`src/rtl/hcc_regs.svh`:
```
// Constants of the host controller command and status block: offsets,
// field positions, reset values and timing counts.
// Assumes inclusion by bare name from the package and the design modules.
`ifndef HCC_REGS_SVH
`define HCC_REGS_SVH

// ==========================================================================
// Bus geometry
`define HCC_ADDR_W        8
`define HCC_DATA_W        32
`define HCC_NUM_FN        2
// Address bit that selects the function instance (0 physical, 1 virtual)
`define HCC_FN_BIT        5
`define HCC_OFF_W         5
`define HCC_CMD_OFF       5'h00
`define HCC_STS_OFF       5'h04

// ==========================================================================
// host_command fields
`define HCC_CMD_RUN_BIT   0
`define HCC_CMD_RST_BIT   1
`define HCC_CMD_INTERRUPTER_GATE_ENABLE_BIT  2
`define HCC_CMD_SYSTEM_ERROR_SIGNAL_ENABLE_BIT  3

// host_status fields
`define HCC_STS_HALT_BIT  0
`define HCC_STS_HSE_BIT   2

// Reset values
`define HCC_CMD_RESET     32'h0000_0000
`define HCC_HALT_RESET    1'b1

// ==========================================================================
// Timing: soft reset hold time and its cycle count at 40 MHz (round up)
`define HCC_CLK_PERIOD_NS 25
`define HCC_RST_TIME_NS   1000
`define HCC_CNT_W         16
`define HCC_RST_CYCLES    ((`HCC_RST_TIME_NS + `HCC_CLK_PERIOD_NS - 1) / `HCC_CLK_PERIOD_NS)

`endif

```
`src/rtl/hcc_pkg.sv`:
```
// Types shared by the host controller command block.
// Assumes the constants header is on the include path.
`include "hcc_regs.svh"

package hcc_pkg;

	// ======================================================================
	// Soft reset sequencer states, one-hot
	typedef enum logic [2:0] {
		HCC_RST_IDLE  = 3'b001,
		HCC_RST_ABORT = 3'b010,
		HCC_RST_HOLD  = 3'b100
	} hcc_rst_state_e;

	typedef logic [`HCC_NUM_FN-1:0] hcc_fn_vec_t;

endpackage

```
`src/rtl/hcc_top.sv`:
```
// Command and status registers of a host controller with one physical
// and one virtual function instance, reached over Avalon-MM.
// Assumes controller-side inputs are on clk; software keeps its own rules.
//
// Design decisions made here: the Avalon-MM interface to the registers and the placing of the registers.
`timescale 1ns/1ps
`include "hcc_regs.svh"

// Summary of operation
// Writing one to soft reset restarts all internal state machines and counters.
// Starting a soft reset aborts any USB transaction in progress at once.
// Soft reset drives no USB2 bus reset but starts a USB3 port reset.
// Soft reset leaves configuration space registers untouched.
// Soft reset returns every operational register and port state to initial values.
// Hardware clears the soft reset bit itself when the reset finishes.
// Writing zero during a reset does nothing; the reset runs to the end.
// Software must not write operational registers while soft reset reads one.
// Reset completion never waits for a root hub port reset.
// Software must not start a reset while the halted flag reads zero.
// Software must fully reinitialise the controller after a reset.
// Interrupter interrupts pass only while the interrupter gate enable is one.
// Interrupts are acknowledged through the host mechanism, not the enable bit.
// Error signal asserts while both error enable and error flag are one.
// Software clears the error flag to acknowledge; the signal then drops.
// A function's soft reset bit resets only that function's instance.
// A function's interrupt gate governs only interrupters of that function.
// A function's run bit governs only that function's run state.
// Halted reads one only after pending work drains and the instance stops.
// Reset, interrupt and error enable power up zero, each in its own bit.
module hcc_top
	import hcc_pkg::*;
(
	// Clock and reset
	input  wire logic                   clk,
	input  wire logic                   rst_n,
	// Avalon-MM slave
	input  wire logic [`HCC_ADDR_W-1:0] avs_address,
	input  wire logic                   avs_read,
	input  wire logic                   avs_write,
	input  wire logic [`HCC_DATA_W-1:0] avs_writedata,
	input  wire logic [3:0]             avs_byteenable,
	output logic      [`HCC_DATA_W-1:0] avs_readdata,
	output logic                        avs_waitrequest,
	// Controller core, per instance
	input  wire hcc_fn_vec_t            fn_pipe_idle,
	input  wire hcc_fn_vec_t            fn_sys_error_event,
	input  wire hcc_fn_vec_t            fn_intr_req,
	input  wire hcc_fn_vec_t            fn_intr_mech_en,
	output hcc_fn_vec_t                 fn_run,
	output hcc_fn_vec_t                 fn_soft_reset,
	output hcc_fn_vec_t                 fn_abort_xfer,
	// Root hub ports, per instance
	output hcc_fn_vec_t                 fn_usb3_port_reset,
	output hcc_fn_vec_t                 fn_usb2_port_reset,
	// Gated host signalling, per instance
	output hcc_fn_vec_t                 fn_intr_out,
	output hcc_fn_vec_t                 fn_sys_error_out
);

	// ======================================================================
	// Bus handshake state
	logic                   wait_reg;
	logic [`HCC_DATA_W-1:0] rdata_reg;

	// Decode wires
	logic                   req;
	logic                   accept;
	logic                   commit_wr;
	logic                   addr_in_map;
	logic                   fn_sel;
	logic [`HCC_OFF_W-1:0]  reg_off;
	logic                   sel_cmd;
	logic                   sel_sts;
	logic                   lane0_wr;
	logic [`HCC_DATA_W-1:0] rd_data;

	// Per-instance register state
	hcc_fn_vec_t            run_reg;
	hcc_fn_vec_t            interrupter_gate_enable_reg;
	hcc_fn_vec_t            system_error_signal_enable_reg;
	hcc_fn_vec_t            hse_reg;
	hcc_fn_vec_t            halted_reg;

	// Per-instance decode and sequencer wires
	hcc_fn_vec_t            wr_cmd;
	hcc_fn_vec_t            wr_sts;
	hcc_fn_vec_t            rst_start;
	hcc_fn_vec_t            in_reset;
	hcc_fn_vec_t            abort_pulse;
	hcc_fn_vec_t            port_pulse;
	hcc_fn_vec_t            rst_done;
	hcc_fn_vec_t            usb2_rst_reg;

	// Per-instance read words
	logic [`HCC_DATA_W-1:0] cmd_word [`HCC_NUM_FN];
	logic [`HCC_DATA_W-1:0] sts_word [`HCC_NUM_FN];

	// ======================================================================
	// Address decode: bit 5 picks the instance, the low bits the register
	assign req         = avs_read | avs_write;
	assign addr_in_map = (avs_address[`HCC_ADDR_W-1:`HCC_FN_BIT+1] == '0);
	assign fn_sel      = avs_address[`HCC_FN_BIT];
	assign reg_off     = avs_address[`HCC_OFF_W-1:0];
	assign sel_cmd     = addr_in_map && (reg_off == `HCC_CMD_OFF);
	assign sel_sts     = addr_in_map && (reg_off == `HCC_STS_OFF);
	assign lane0_wr    = avs_write && avs_byteenable[0];

	// Request is taken on its first edge, while waitrequest is high; a write commits on the edge where waitrequest is seen low
	assign accept      = req && wait_reg;
	assign commit_wr   = lane0_wr && !wait_reg;

	// Read word of the addressed register; unmapped reads give zero
	assign rd_data = sel_cmd ? cmd_word[fn_sel] :
	                 sel_sts ? sts_word[fn_sel] : '0;

	// ======================================================================
	// One wait state: waitrequest drops for one cycle per request
	always_ff @(posedge clk or negedge rst_n) begin
		if (!rst_n) begin
			wait_reg  <= 1'b1;
			rdata_reg <= '0;
		end else begin
			wait_reg <= !accept;
			if (accept) begin
				rdata_reg <= rd_data;
			end
		end
	end

	assign avs_waitrequest = wait_reg;
	assign avs_readdata    = rdata_reg;

	// ======================================================================
	// Per-instance registers, sequencer and effects
	genvar f;
	generate
		for (f = 0; f < `HCC_NUM_FN; f = f + 1) begin : g_fn

			// Write strobes for this instance only
			assign wr_cmd[f] = commit_wr && sel_cmd && (fn_sel == 1'(f));
			assign wr_sts[f] = commit_wr && sel_sts && (fn_sel == 1'(f));

			// A one starts a reset; a zero is simply not a start
			assign rst_start[f] = wr_cmd[f] && avs_writedata[`HCC_CMD_RST_BIT];

			hcc_reset_seq u_rst (
				.clk              (clk),
				.rst_n            (rst_n),
				.start            (rst_start[f]),
				.in_reset         (in_reset[f]),
				.abort_pulse      (abort_pulse[f]),
				.port_reset_pulse (port_pulse[f]),
				.done_pulse       (rst_done[f])
			);

			// Command fields; held at initial values through the reset
			always_ff @(posedge clk or negedge rst_n) begin
				if (!rst_n) begin
					run_reg[f]  <= 1'b0;
					interrupter_gate_enable_reg[f] <= 1'b0;
					system_error_signal_enable_reg[f] <= 1'b0;
				end else if (rst_start[f] || in_reset[f]) begin
					run_reg[f]  <= 1'b0;
					interrupter_gate_enable_reg[f] <= 1'b0;
					system_error_signal_enable_reg[f] <= 1'b0;
				end else if (wr_cmd[f]) begin
					run_reg[f]  <= avs_writedata[`HCC_CMD_RUN_BIT];
					interrupter_gate_enable_reg[f] <= avs_writedata[`HCC_CMD_INTERRUPTER_GATE_ENABLE_BIT];
					system_error_signal_enable_reg[f] <= avs_writedata[`HCC_CMD_SYSTEM_ERROR_SIGNAL_ENABLE_BIT];
				end
			end

			// Error flag: event sets, write of one clears, set wins
			always_ff @(posedge clk or negedge rst_n) begin
				if (!rst_n) begin
					hse_reg[f] <= 1'b0;
				end else if (rst_start[f] || in_reset[f]) begin
					hse_reg[f] <= 1'b0;
				end else if (fn_sys_error_event[f]) begin
					hse_reg[f] <= 1'b1;
				end else if (wr_sts[f] && avs_writedata[`HCC_STS_HSE_BIT]) begin
					hse_reg[f] <= 1'b0;
				end
			end

			// Halted once stopped and the pipeline has drained
			always_ff @(posedge clk or negedge rst_n) begin
				if (!rst_n) begin
					halted_reg[f] <= `HCC_HALT_RESET;
				end else if (rst_start[f] || in_reset[f]) begin
					halted_reg[f] <= `HCC_HALT_RESET;
				end else begin
					halted_reg[f] <= !run_reg[f] && fn_pipe_idle[f];
				end
			end

			// USB2 ports never see a bus reset from soft reset
			always_ff @(posedge clk or negedge rst_n) begin
				if (!rst_n) begin
					usb2_rst_reg[f] <= 1'b0;
				end else begin
					usb2_rst_reg[f] <= 1'b0;
				end
			end

			// Read words; reserved bits read zero
			always_comb begin
				cmd_word[f] = `HCC_CMD_RESET;
				cmd_word[f][`HCC_CMD_RUN_BIT]  = run_reg[f];
				cmd_word[f][`HCC_CMD_RST_BIT]  = in_reset[f];
				cmd_word[f][`HCC_CMD_INTERRUPTER_GATE_ENABLE_BIT] = interrupter_gate_enable_reg[f];
				cmd_word[f][`HCC_CMD_SYSTEM_ERROR_SIGNAL_ENABLE_BIT] = system_error_signal_enable_reg[f];
			end

			always_comb begin
				sts_word[f] = '0;
				sts_word[f][`HCC_STS_HALT_BIT] = halted_reg[f];
				sts_word[f][`HCC_STS_HSE_BIT]  = hse_reg[f];
			end
		end
	endgenerate

	// ======================================================================
	// Core and port controls; configuration space is outside this block
	always_ff @(posedge clk or negedge rst_n) begin
		if (!rst_n) begin
			fn_run             <= '0;
			fn_soft_reset      <= '0;
			fn_abort_xfer      <= '0;
			fn_usb3_port_reset <= '0;
		end else begin
			fn_run             <= run_reg & ~in_reset;
			fn_soft_reset      <= in_reset;
			fn_abort_xfer      <= abort_pulse;
			fn_usb3_port_reset <= port_pulse;
		end
	end

	assign fn_usb2_port_reset = usb2_rst_reg;

	// ======================================================================
	// Interrupt and error gating
	hcc_out_gate u_gate (
		.clk          (clk),
		.rst_n        (rst_n),
		.intr_req     (fn_intr_req),
		.intr_mech_en (fn_intr_mech_en),
		.interrupter_gate_enable         (interrupter_gate_enable_reg),
		.system_error_flag          (hse_reg),
		.system_error_signal_enable         (system_error_signal_enable_reg),
		.in_reset     (in_reset),
		.intr_out     (fn_intr_out),
		.sys_err_out  (fn_sys_error_out)
	);

endmodule

```
`src/rtl/hcc_reset_seq.sv`:
```
// Soft reset sequencer for one controller instance.
// Assumes start comes from same-clock register logic.
`timescale 1ns/1ps
`include "hcc_regs.svh"

module hcc_reset_seq
	import hcc_pkg::*;
(
	// Clock and reset
	input  wire logic clk,
	input  wire logic rst_n,
	// Control
	input  wire logic start,
	// Status and effects
	output logic      in_reset,
	output logic      abort_pulse,
	output logic      port_reset_pulse,
	output logic      done_pulse
);

	localparam logic [`HCC_CNT_W-1:0] HOLD_LAST = `HCC_CNT_W'(`HCC_RST_CYCLES - 1);

	hcc_rst_state_e         state_reg;
	hcc_rst_state_e         state_next;
	logic [`HCC_CNT_W-1:0]  cnt_reg;
	logic [`HCC_CNT_W-1:0]  cnt_next;
	logic                   hold_end;

	// ======================================================================
	// Next state; a start while busy is ignored so the reset runs out
	assign hold_end = (cnt_reg == HOLD_LAST);

	always_comb begin
		state_next = state_reg;
		cnt_next   = cnt_reg;
		case (state_reg)
			HCC_RST_IDLE: begin
				if (start) begin
					state_next = HCC_RST_ABORT;
				end
			end
			HCC_RST_ABORT: begin
				state_next = HCC_RST_HOLD;
				cnt_next   = '0;
			end
			HCC_RST_HOLD: begin
				// Completion does not wait on any port reset
				if (hold_end) begin
					state_next = HCC_RST_IDLE;
				end else begin
					cnt_next = cnt_reg + `HCC_CNT_W'(1);
				end
			end
			default: begin
				state_next = HCC_RST_IDLE;
			end
		endcase
	end

	// ======================================================================
	// State and registered outputs
	always_ff @(posedge clk or negedge rst_n) begin
		if (!rst_n) begin
			state_reg        <= HCC_RST_IDLE;
			cnt_reg          <= '0;
			in_reset         <= 1'b0;
			abort_pulse      <= 1'b0;
			port_reset_pulse <= 1'b0;
			done_pulse       <= 1'b0;
		end else begin
			state_reg        <= state_next;
			cnt_reg          <= cnt_next;
			in_reset         <= (state_next != HCC_RST_IDLE);
			abort_pulse      <= (state_next == HCC_RST_ABORT);
			port_reset_pulse <= (state_next == HCC_RST_ABORT);
			done_pulse       <= (state_reg == HCC_RST_HOLD) && hold_end;
		end
	end

endmodule

```
`src/rtl/hcc_out_gate.sv`:
```
// Gating of interrupter interrupts and out-of-band error signalling,
// one lane per controller instance.
// Assumes all inputs come from same-clock logic.
`timescale 1ns/1ps
`include "hcc_regs.svh"

module hcc_out_gate
	import hcc_pkg::*;
(
	// Clock and reset
	input  wire logic        clk,
	input  wire logic        rst_n,
	// Interrupter side
	input  wire hcc_fn_vec_t intr_req,
	input  wire hcc_fn_vec_t intr_mech_en,
	input  wire hcc_fn_vec_t interrupter_gate_enable,
	// Error side, and the reset state that gates interrupts
	input  wire hcc_fn_vec_t system_error_flag,
	input  wire hcc_fn_vec_t system_error_signal_enable,
	input  wire hcc_fn_vec_t in_reset,
	// Gated outputs
	output hcc_fn_vec_t      intr_out,
	output hcc_fn_vec_t      sys_err_out
);

	hcc_fn_vec_t intr_next;
	hcc_fn_vec_t err_next;

	// ======================================================================
	// Each instance gates only its own interrupters
	assign intr_next = intr_req & intr_mech_en & interrupter_gate_enable & ~in_reset;
	// Error signal follows the flag, so clearing the flag drops it
	assign err_next  = system_error_flag & system_error_signal_enable;

	always_ff @(posedge clk or negedge rst_n) begin
		if (!rst_n) begin
			intr_out    <= '0;
			sys_err_out <= '0;
		end else begin
			intr_out    <= intr_next;
			sys_err_out <= err_next;
		end
	end

endmodule

```
`config.mk`:
```
export PLATFORM = sky130hd
export DESIGN_NAME = hcc_top
export DESIGN_NICKNAME = d
export VERILOG_FILES = /design/src/rtl/hcc_pkg.sv /design/src/rtl/hcc_top.sv /design/src/rtl/hcc_reset_seq.sv /design/src/rtl/hcc_out_gate.sv
export VERILOG_INCLUDE_DIRS = /design/src /design/src/rtl
export SDC_FILE = /design/constraint.sdc
export NUM_CORES = 1
export LEC_CHECK = 0
export ABC_AREA = 1
export BUFFER_PORTS_ARGS = -buffer_cell sky130_fd_sc_hd__buf_2
export CAP_MARGIN = 25
export CORE_MARGIN = 2
export CORE_UTILIZATION = 40
export DETAILED_ROUTE_END_ITERATION = 10
export SETUP_SLACK_MARGIN = 0.2
export SYNTH_ARGS = -nofsm -noshare
export SYNTH_HDL_FRONTEND = slang
export SYNTH_SLANG_ARGS = --single-unit
```
`constraint.sdc`:
```
create_clock -name clk -period 3.85 [get_ports clk]
set_input_delay 0.385 -clock clk [delete_from_list [all_inputs] [get_ports clk]]
set_output_delay 0.385 -clock clk [all_outputs]
set_load 0.05 [all_outputs]
```
==> key figures, run 1 <==
Status
  • Status: complete, no violations

Worst setup path
  • Worst Setup End Kind: register
  • CP Launch Type: register
  • Crit Path Max Fanout: 17
  • CP Class: reg2reg
  • Critical path arrival: 2.01 ns
  • Critical path required time: 4.08 ns

Power
  • Int Pwr: 1.10 mW
  • Clk pwr share: 43.0%
  • Design Power: 1.51 mW
  • Combinational Power Share: 9.5%
  • Switching part of the total: 26.8%
  • Peak supply drop: 0.000230 V
  • Power per Cell Area: 347 nW/um^2
  • Leakage: 2.21 nW
  • Sequential power share: 47.6%
  • Net Sw Power: 0.403 mW

Route
  • Wire length per cell: 11.5 um
  • DR vias/cell: 4.75
  • Via count: 3,303
  • Final wirelength: 7980 um
  • Antenna-violating nets left: 0
  • First DRT Iteration DRCs: 124
  • TritonRoute pass-1 iters: 5
  • Residual DRC count: 0

Floorplanning
  • Die area: 10,500 um^2
  • Rows: 35
  • I/O pins: 103
  • Initial Util: 41.7%
  • Horiz. Die Dim: 103 um
  • Die Y: 103 um
  • Core area: 9330 um^2

Clock network
  • Clk sink count: 67
  • Clk slew on worst S/H paths: 0.09 ns
  • Post-CTS resize count: 0
  • H-tree levels: 3
  • CTS Buffer Depth: 2
  • Total clock buffers created by CTS: 9
  • CTS root buf: clkbuf_8
  • Worst-Skew Late Latency: 0.34 ns
  • CTS tree: built

Global route
  • First-pass GRT wire length: 13,800 um
  • Largest net degree at the start of global routing: 40
  • Antenna violations before repair: 0
  • Remaining Overflow, GRT: 0
  • Global-route usage over all layers: 16.4%
  • Vias in the first global route: 3,050

Worst hold path
  • HP Class: in2reg

Layout
  • Diodes inserted: 0
  • Final #Nets: 620
  • Area growth, synth to finish: 11.6%
  • Layout cell share with drive strength beyond 1: 17.5%
  • Number of flip-flops in the largest register: 32

Synthesis
  • Yosys cell types: 35
  • Top cell type's share of synthesized area: 39.9%
  • Flops & latches, synth: 67
  • Leading area contributor after synthesis: dfrtp_1
  • Ys Warns: 0
  • Sequential area share after synthesis: 43.3%
  • Mapped Cells: 516
  • Mapped cell area: 3890 um^2
  • Largest cells by area after synthesis: dfrtp_1 (40%), nand2_1 (14%), nand3_1 (9.7%)
  • Post-Syn Area per Cell: 7.53 um^2

Timing
  • Slew Limit Fails: 0
  • # setup viols final: 0
  • Tmin final: 1.78 ns
  • Least-Margin Pin Slew: 0.665 ns
  • Unrepaired setup endpoints after global routing: no
  • Period utilisation layout: 46.3%
  • Fin Setup TNS: 0 ns
  • WHS: 0.274 ns
  • Clock skew: 0.0122 ns
  • Relative slew margins: 55.5%
  • Fmax: 561 MHz
  • Final hold vios: 0

Run
  • Max-cap viol count: 0

Placement
  • I/O Buffers: 41
  • GPL Wtd Cong: 0.837
  • DP HPWL: 5830 um
## synth_stat cells (all sizes together)
master,instances
nand2,150
o21bai,5
xor2,2
ha,2
a21oi,8
nor2,70
clkinv,1
nor3,7
o2111ai,2
dfstp,5
inv,46
nand3,80
or2,6
conb,1
dfrtp,62
a21o,1
o21ai,6
nand4,18
o211ai,1
buf,38
nand3b,4
clkbuf,1
## power groups by stage
stage                     clock network (mW)  registers [mW]  logic [mW]
final                                  0.647           0.716       0.143
after global routing                   0.697           0.716       0.154
after CTS                              0.662           0.716       0.144
after detailed placement                   0           0.730       0.143
after global placement                     0           0.729       0.140
after floorplan                            0           0.748       0.106
## what timing repair did
item,in CTS,in global routing
hold endpoints to repair,7,0
buffers inserted,0,0
hold buffers,1,0
## path summary, 6_finish.rpt
check	from	end	slack, ns	depth (start not counted)
min	fn_pipe_idle[1]	halted_reg[1]$_DFF_PN1_	0.27	3
min reg2reg	g_fn[0].u_rst.abort_pulse$_DFF_PN0_	fn_usb3_port_reset[0]$_DFF_PN0_	0.35	0
min in group asynchronous	rst_n	avs_readdata[2]$_DFFE_PN0P_	0.45	2
max reg2reg	g_fn[1].u_rst.cnt_reg[0]$_DFFE_PN0P_	g_fn[1].u_rst.in_reset$_DFF_PN0_	2.07	8
max in group asynchronous	rst_n	halted_reg[1]$_DFF_PN1_	2.79	3
max	g_fn[1].u_rst.cnt_reg[0]$_DFFE_PN0P_	g_fn[1].u_rst.in_reset$_DFF_PN0_	2.07	8
## layer usage
layer / part of all wire, % / track usage [%]
met2: 47 / 27.5
met4: 0.61 / 4.10
met1: 48 / 21.4
met5: 0 / 0
met3: 4.8 / 3.86
## kinds of logic (layout without fill, tap and decap cells)
kind of cell,after synthesis,after routing,synth area share [%]
other cells,1,30,0.0965
compound gates,23,23,3.60
buf+inv,86,108,12.0
xor+xnor,2,2,0.451
flops,67,67,43.3
fa+ha+maj,2,2,0.644
simple gates,335,335,39.9
## through the flow
step	cells	util (%)	area, um^2	worst slack [ns]
finish	696	46.5	4340	2.07
global route	696	46.5	4340	1.84
CTS	696	46.5	4340	2.07
detailed placement	679	44.0	4110	2.09
global placement	678	43.8	4090	2.10
floorplan	545	-	4000	2.46
## critical path, cell delays in order, from the launching register on
cell      delay, ns
dfrtp_1        0.48
ha_1           0.27
nand3b_1       0.10
nor2_1         0.11
nand2_1        0.08
nand2_2        0.28
nand2_2        0.15
nor2_2         0.16
inv_2          0.04
## layout by cell type (no fill, tap or decap), types with 3 or more instances in the layout
cell      count
a21oi_1       8
nor2_1       60
nor2_2        8
nand3b_1      4
clkinv_4      3
or2_2         6
o21ai_0       5
nor3_1        4
nand4_1      17
conb_1       30
nand2_2       3
dfrtp_1      62
nand2_1     145
inv_1        41
nand3_1      75
nand3_2       5
inv_2         5
buf_2        41
dfstp_2       5
o21bai_1      5
clkbuf_8      9
## cell type report
| class | instances | area, um^2 |
|---|---|---|
| inverter | 47 | 176 |
| timing repair buffer | 45 | 250 |
| multi-input combinational | 392 | 1850 |
| sequential | 67 | 1680 |
| fill | 936 | 4990 |
| clock inverter | 6 | 91.3 |
| tap | 129 | 161 |
| clock buffer | 10 | 128 |
(Power assumes the default switching activity.)
==> inputs of run 2 (changes only) <==
--- a/config.mk
+++ b/config.mk
@@ -6,7 +6,7 @@
 export SDC_FILE = /design/constraint.sdc
 export NUM_CORES = 1
 export LEC_CHECK = 0
-export ABC_AREA = 1
+export ABC_AREA = 0
 export BUFFER_PORTS_ARGS = -buffer_cell sky130_fd_sc_hd__buf_2
 export CAP_MARGIN = 25
 export CORE_MARGIN = 2
==> constraint.sdc (replaced) <==
create_clock -name clk -period 1.86 [get_ports clk]
set_input_delay 0.186 -clock clk [delete_from_list [all_inputs] [get_ports clk]]
set_output_delay 0.186 -clock clk [all_outputs]
set_load 0.05 [all_outputs]
==> run 2 against run 1 <==
Compared with the run above:
- first-iteration DRC count rose by 21%
- flip-flop and latch count unchanged
- clock-buffer cell count is the same
- cell area is 1.0% lower
- synthesized area shrank 11%
- non-clock buffer count is 32 higher
- hold slack lost 0.23 ns
- clock skew grew 0.0051 ns
==> key figures, run 2 <==
Clock network
  • H-tree levels: 3
  • Total clock buffers created by CTS: 9
  • Clk slew on worst S/H paths: 0.08 ns
  • Clk sink count: 67
  • CTS tree: built
  • Worst-Skew Late Latency: 0.35 ns
  • CTS root buf: clkbuf_8
  • CTS Buffer Depth: 2

Global route
  • Remaining Overflow, GRT: 0
  • Vias in the first global route: 2,592
  • Largest net degree at the start of global routing: 52
  • Antenna violations before repair: 0
  • Global-route usage over all layers: 16.4%
  • First-pass GRT wire length: 12,700 um

Power
  • Leakage: 2.05 nW
  • Power per Cell Area: 708 nW/um^2
  • Peak supply drop: 0.000522 V
  • Design Power: 3.04 mW

Placement
  • DP Area: 3750 um^2
  • GPL Wtd Cong: 0.844
  • DP HPWL: 4970 um
  • I/O Buffers: 41
  • # placed instances: 470

Floorplanning
  • Initial Util: 41.6%
  • Die Y: 96.9 um
  • I/O pins: 103
  • Die area: 9390 um^2
  • Core area: 8300 um^2
  • Rows: 33
  • Horiz. Die Dim: 96.9 um

Timing
  • Final hold vios: 0
  • Period utilisation layout: 92.4%
  • Fmax: 582 MHz
  • Least-Margin Pin Slew: 0.613 ns
  • Clock skew: 0.0174 ns
  • Slew Limit Fails: 0
  • # setup viols final: 0
  • Relative slew margins: 58.8%
  • Tmin final: 1.72 ns
  • Unrepaired setup endpoints after global routing: yes
  • Fin Setup TNS: 0 ns

Worst setup path
  • CP Launch Type: register
  • CP Class: reg2reg
  • Critical path arrival: 1.96 ns
  • Critical path required time: 2.10 ns
  • Crit Path Max Fanout: 6
  • Worst Setup End Kind: register

Layout
  • Util after Layout: 51.7%
  • Design Area, Final: 4290 um^2
  • Final #Nets: 455
  • Number of flip-flops in the largest register: 32
  • Diodes inserted: 0
  • Non-filler cells, final: 507
  • Area growth, synth to finish: 24.4%
  • Fillers: 751
  • Most frequent cells in the layout: dfrtp_1 (60), buf_2 (41), conb_1 (30)
  • Commonest non-fill, non-tap cell in the layout: dfrtp_1
  • Layout cell share with drive strength beyond 1: 34.1%

Route
  • Via count: 2,649
  • Met2 WL: 3790 um
  • TritonRoute pass-1 iters: 4
  • Wire length on met3: 339 um
  • Wire length per cell: 14.8 um
  • Antenna-violating nets left: 0
  • Residual DRC count: 0
  • Max Used Layer: met4
  • Final wirelength: 7510 um
  • DR vias/cell: 5.22
  • Met1 wire length: 3260 um
  • First DRT Iteration DRCs: 150

Synthesis
  • Top-count cell post-synth: dfrtp_1
  • Top cells by instance count after synthesis: dfrtp_1 (62), buf_4 (32), nor2_1 (23)
  • Leading area contributor after synthesis: dfrtp_1
  • Primary FF master, synth: dfrtp_1
  • Sequential area share after synthesis: 48.8%
  • Asr flop ratio synth: 100%
  • Largest cells by area after synthesis: dfrtp_1 (45%), buf_4 (7.0%), mux2i_1 (5.5%)
  • Top cell type's share of synthesized area: 45.0%
  • Ys Warns: 0
  • Flops & latches, synth: 67
  • Post-Syn Area per Cell: 10.7 um^2
  • Yosys cell types: 53
  • Mapped Cells: 323
  • Post-synth EDFFs: 0
  • Mapped cell area: 3450 um^2

Worst hold path
  • HP Class: in2reg

Run
  • Max-cap viol count: 0

Status
  • Status: complete, no violations
run 2: cell types whose count changed after synthesis, sizes merged, moves of 6 or more:
cell	change
nand2	-128
nand3	-66
nor2	-47
inv	-43
mux2i	+19
nor4	+14
and3	+9
o31ai	+7
or4	+7
nand4	-6
xnor2	+6
run 2: where the power goes:
group | switching [mW] | internal, mW
clock network | 0.561 | 0.760
registers | 0.00426 | 1.47
logic | 0.208 | 0.0401
run 2: worst max-delay path, cell delays in order (launching register included):
cell and delay [ns]:
dfstp_2 0.37, or3b_4 0.41, buf_8 0.14, dlymetal6s2s_1 0.18, buf_4 0.16, o31ai_2 0.27
a21oi_2 0.09
run 2: kinds of logic after synthesis:
kind of cell | synth area share, %
xor gates and xnor gates | 2.54
AOI/OAI and AO/OA | 6.74
adders and majority gates | 0.725
and+or+nand+nor | 25.4
other | 0.109
DFF | 48.8
buffers and inverters | 8.88
muxes | 6.82
run 2: cell type report:
| type | count | area [um^2] | area share [%] |
|---|---|---|---|
| inverters | 3 | 11.3 | 0.262 |
| well taps | 105 | 131 | 3.06 |
| clock buffers | 10 | 128 | 2.97 |
| multi-input cells | 239 | 1730 | 40.3 |
| clock inverters | 6 | 90.1 | 2.10 |
| repair buffers | 77 | 518 | 12.1 |
| flip-flops and latches | 67 | 1690 | 39.3 |
run 2: routing by layer:
metal,track usage (%),vias up
met5,0,-
met4,4.88,0
met3,5.27,14
li1,-,1259
met1,21.5,1302
met2,26.0,74
run 2: what timing repair did:
action,CTS,global route
hold buffers,1,0
gates resized for setup,16,20
pin swaps,5,14
endpoints found under the hold margin,16,0
setup endpoints to repair,11,18
setup buffers,9,11
run 2: path summary, 6_finish.rpt:
check                                                      from                                    end  slack, ns  cells past startpoint
hold reg to reg             g_fn[0].u_rst.abort_pulse$_DFF_PN0_        fn_usb3_port_reset[0]$_DFF_PN0_       0.36                      0
min in group asynchronous                                 rst_n  g_fn[0].u_rst.cnt_reg[14]$_DFFE_PN0P_       0.30                      2
hold / removal                                  fn_pipe_idle[1]                halted_reg[1]$_DFF_PN1_       0.04                      3
setup / recovery           g_fn[0].u_rst.state_reg[0]$_DFF_PN1_  g_fn[0].u_rst.cnt_reg[14]$_DFFE_PN0P_       0.14                      6
max in group asynchronous                                 rst_n   g_fn[1].u_rst.state_reg[0]$_DFF_PN1_       0.89                      3
setup reg to reg           g_fn[0].u_rst.state_reg[0]$_DFF_PN1_  g_fn[0].u_rst.cnt_reg[14]$_DFFE_PN0P_       0.14                      6
run 2: metrics by stage:
step	setup slack, ns	hold WS (ns)
after global routing	0.0830	0.0178
after floorplan	0.144	-0.110
after CTS	0.184	0.0206
after global placement	0.106	0.148
after detailed placement	0.102	0.152
final	0.140	0.0419
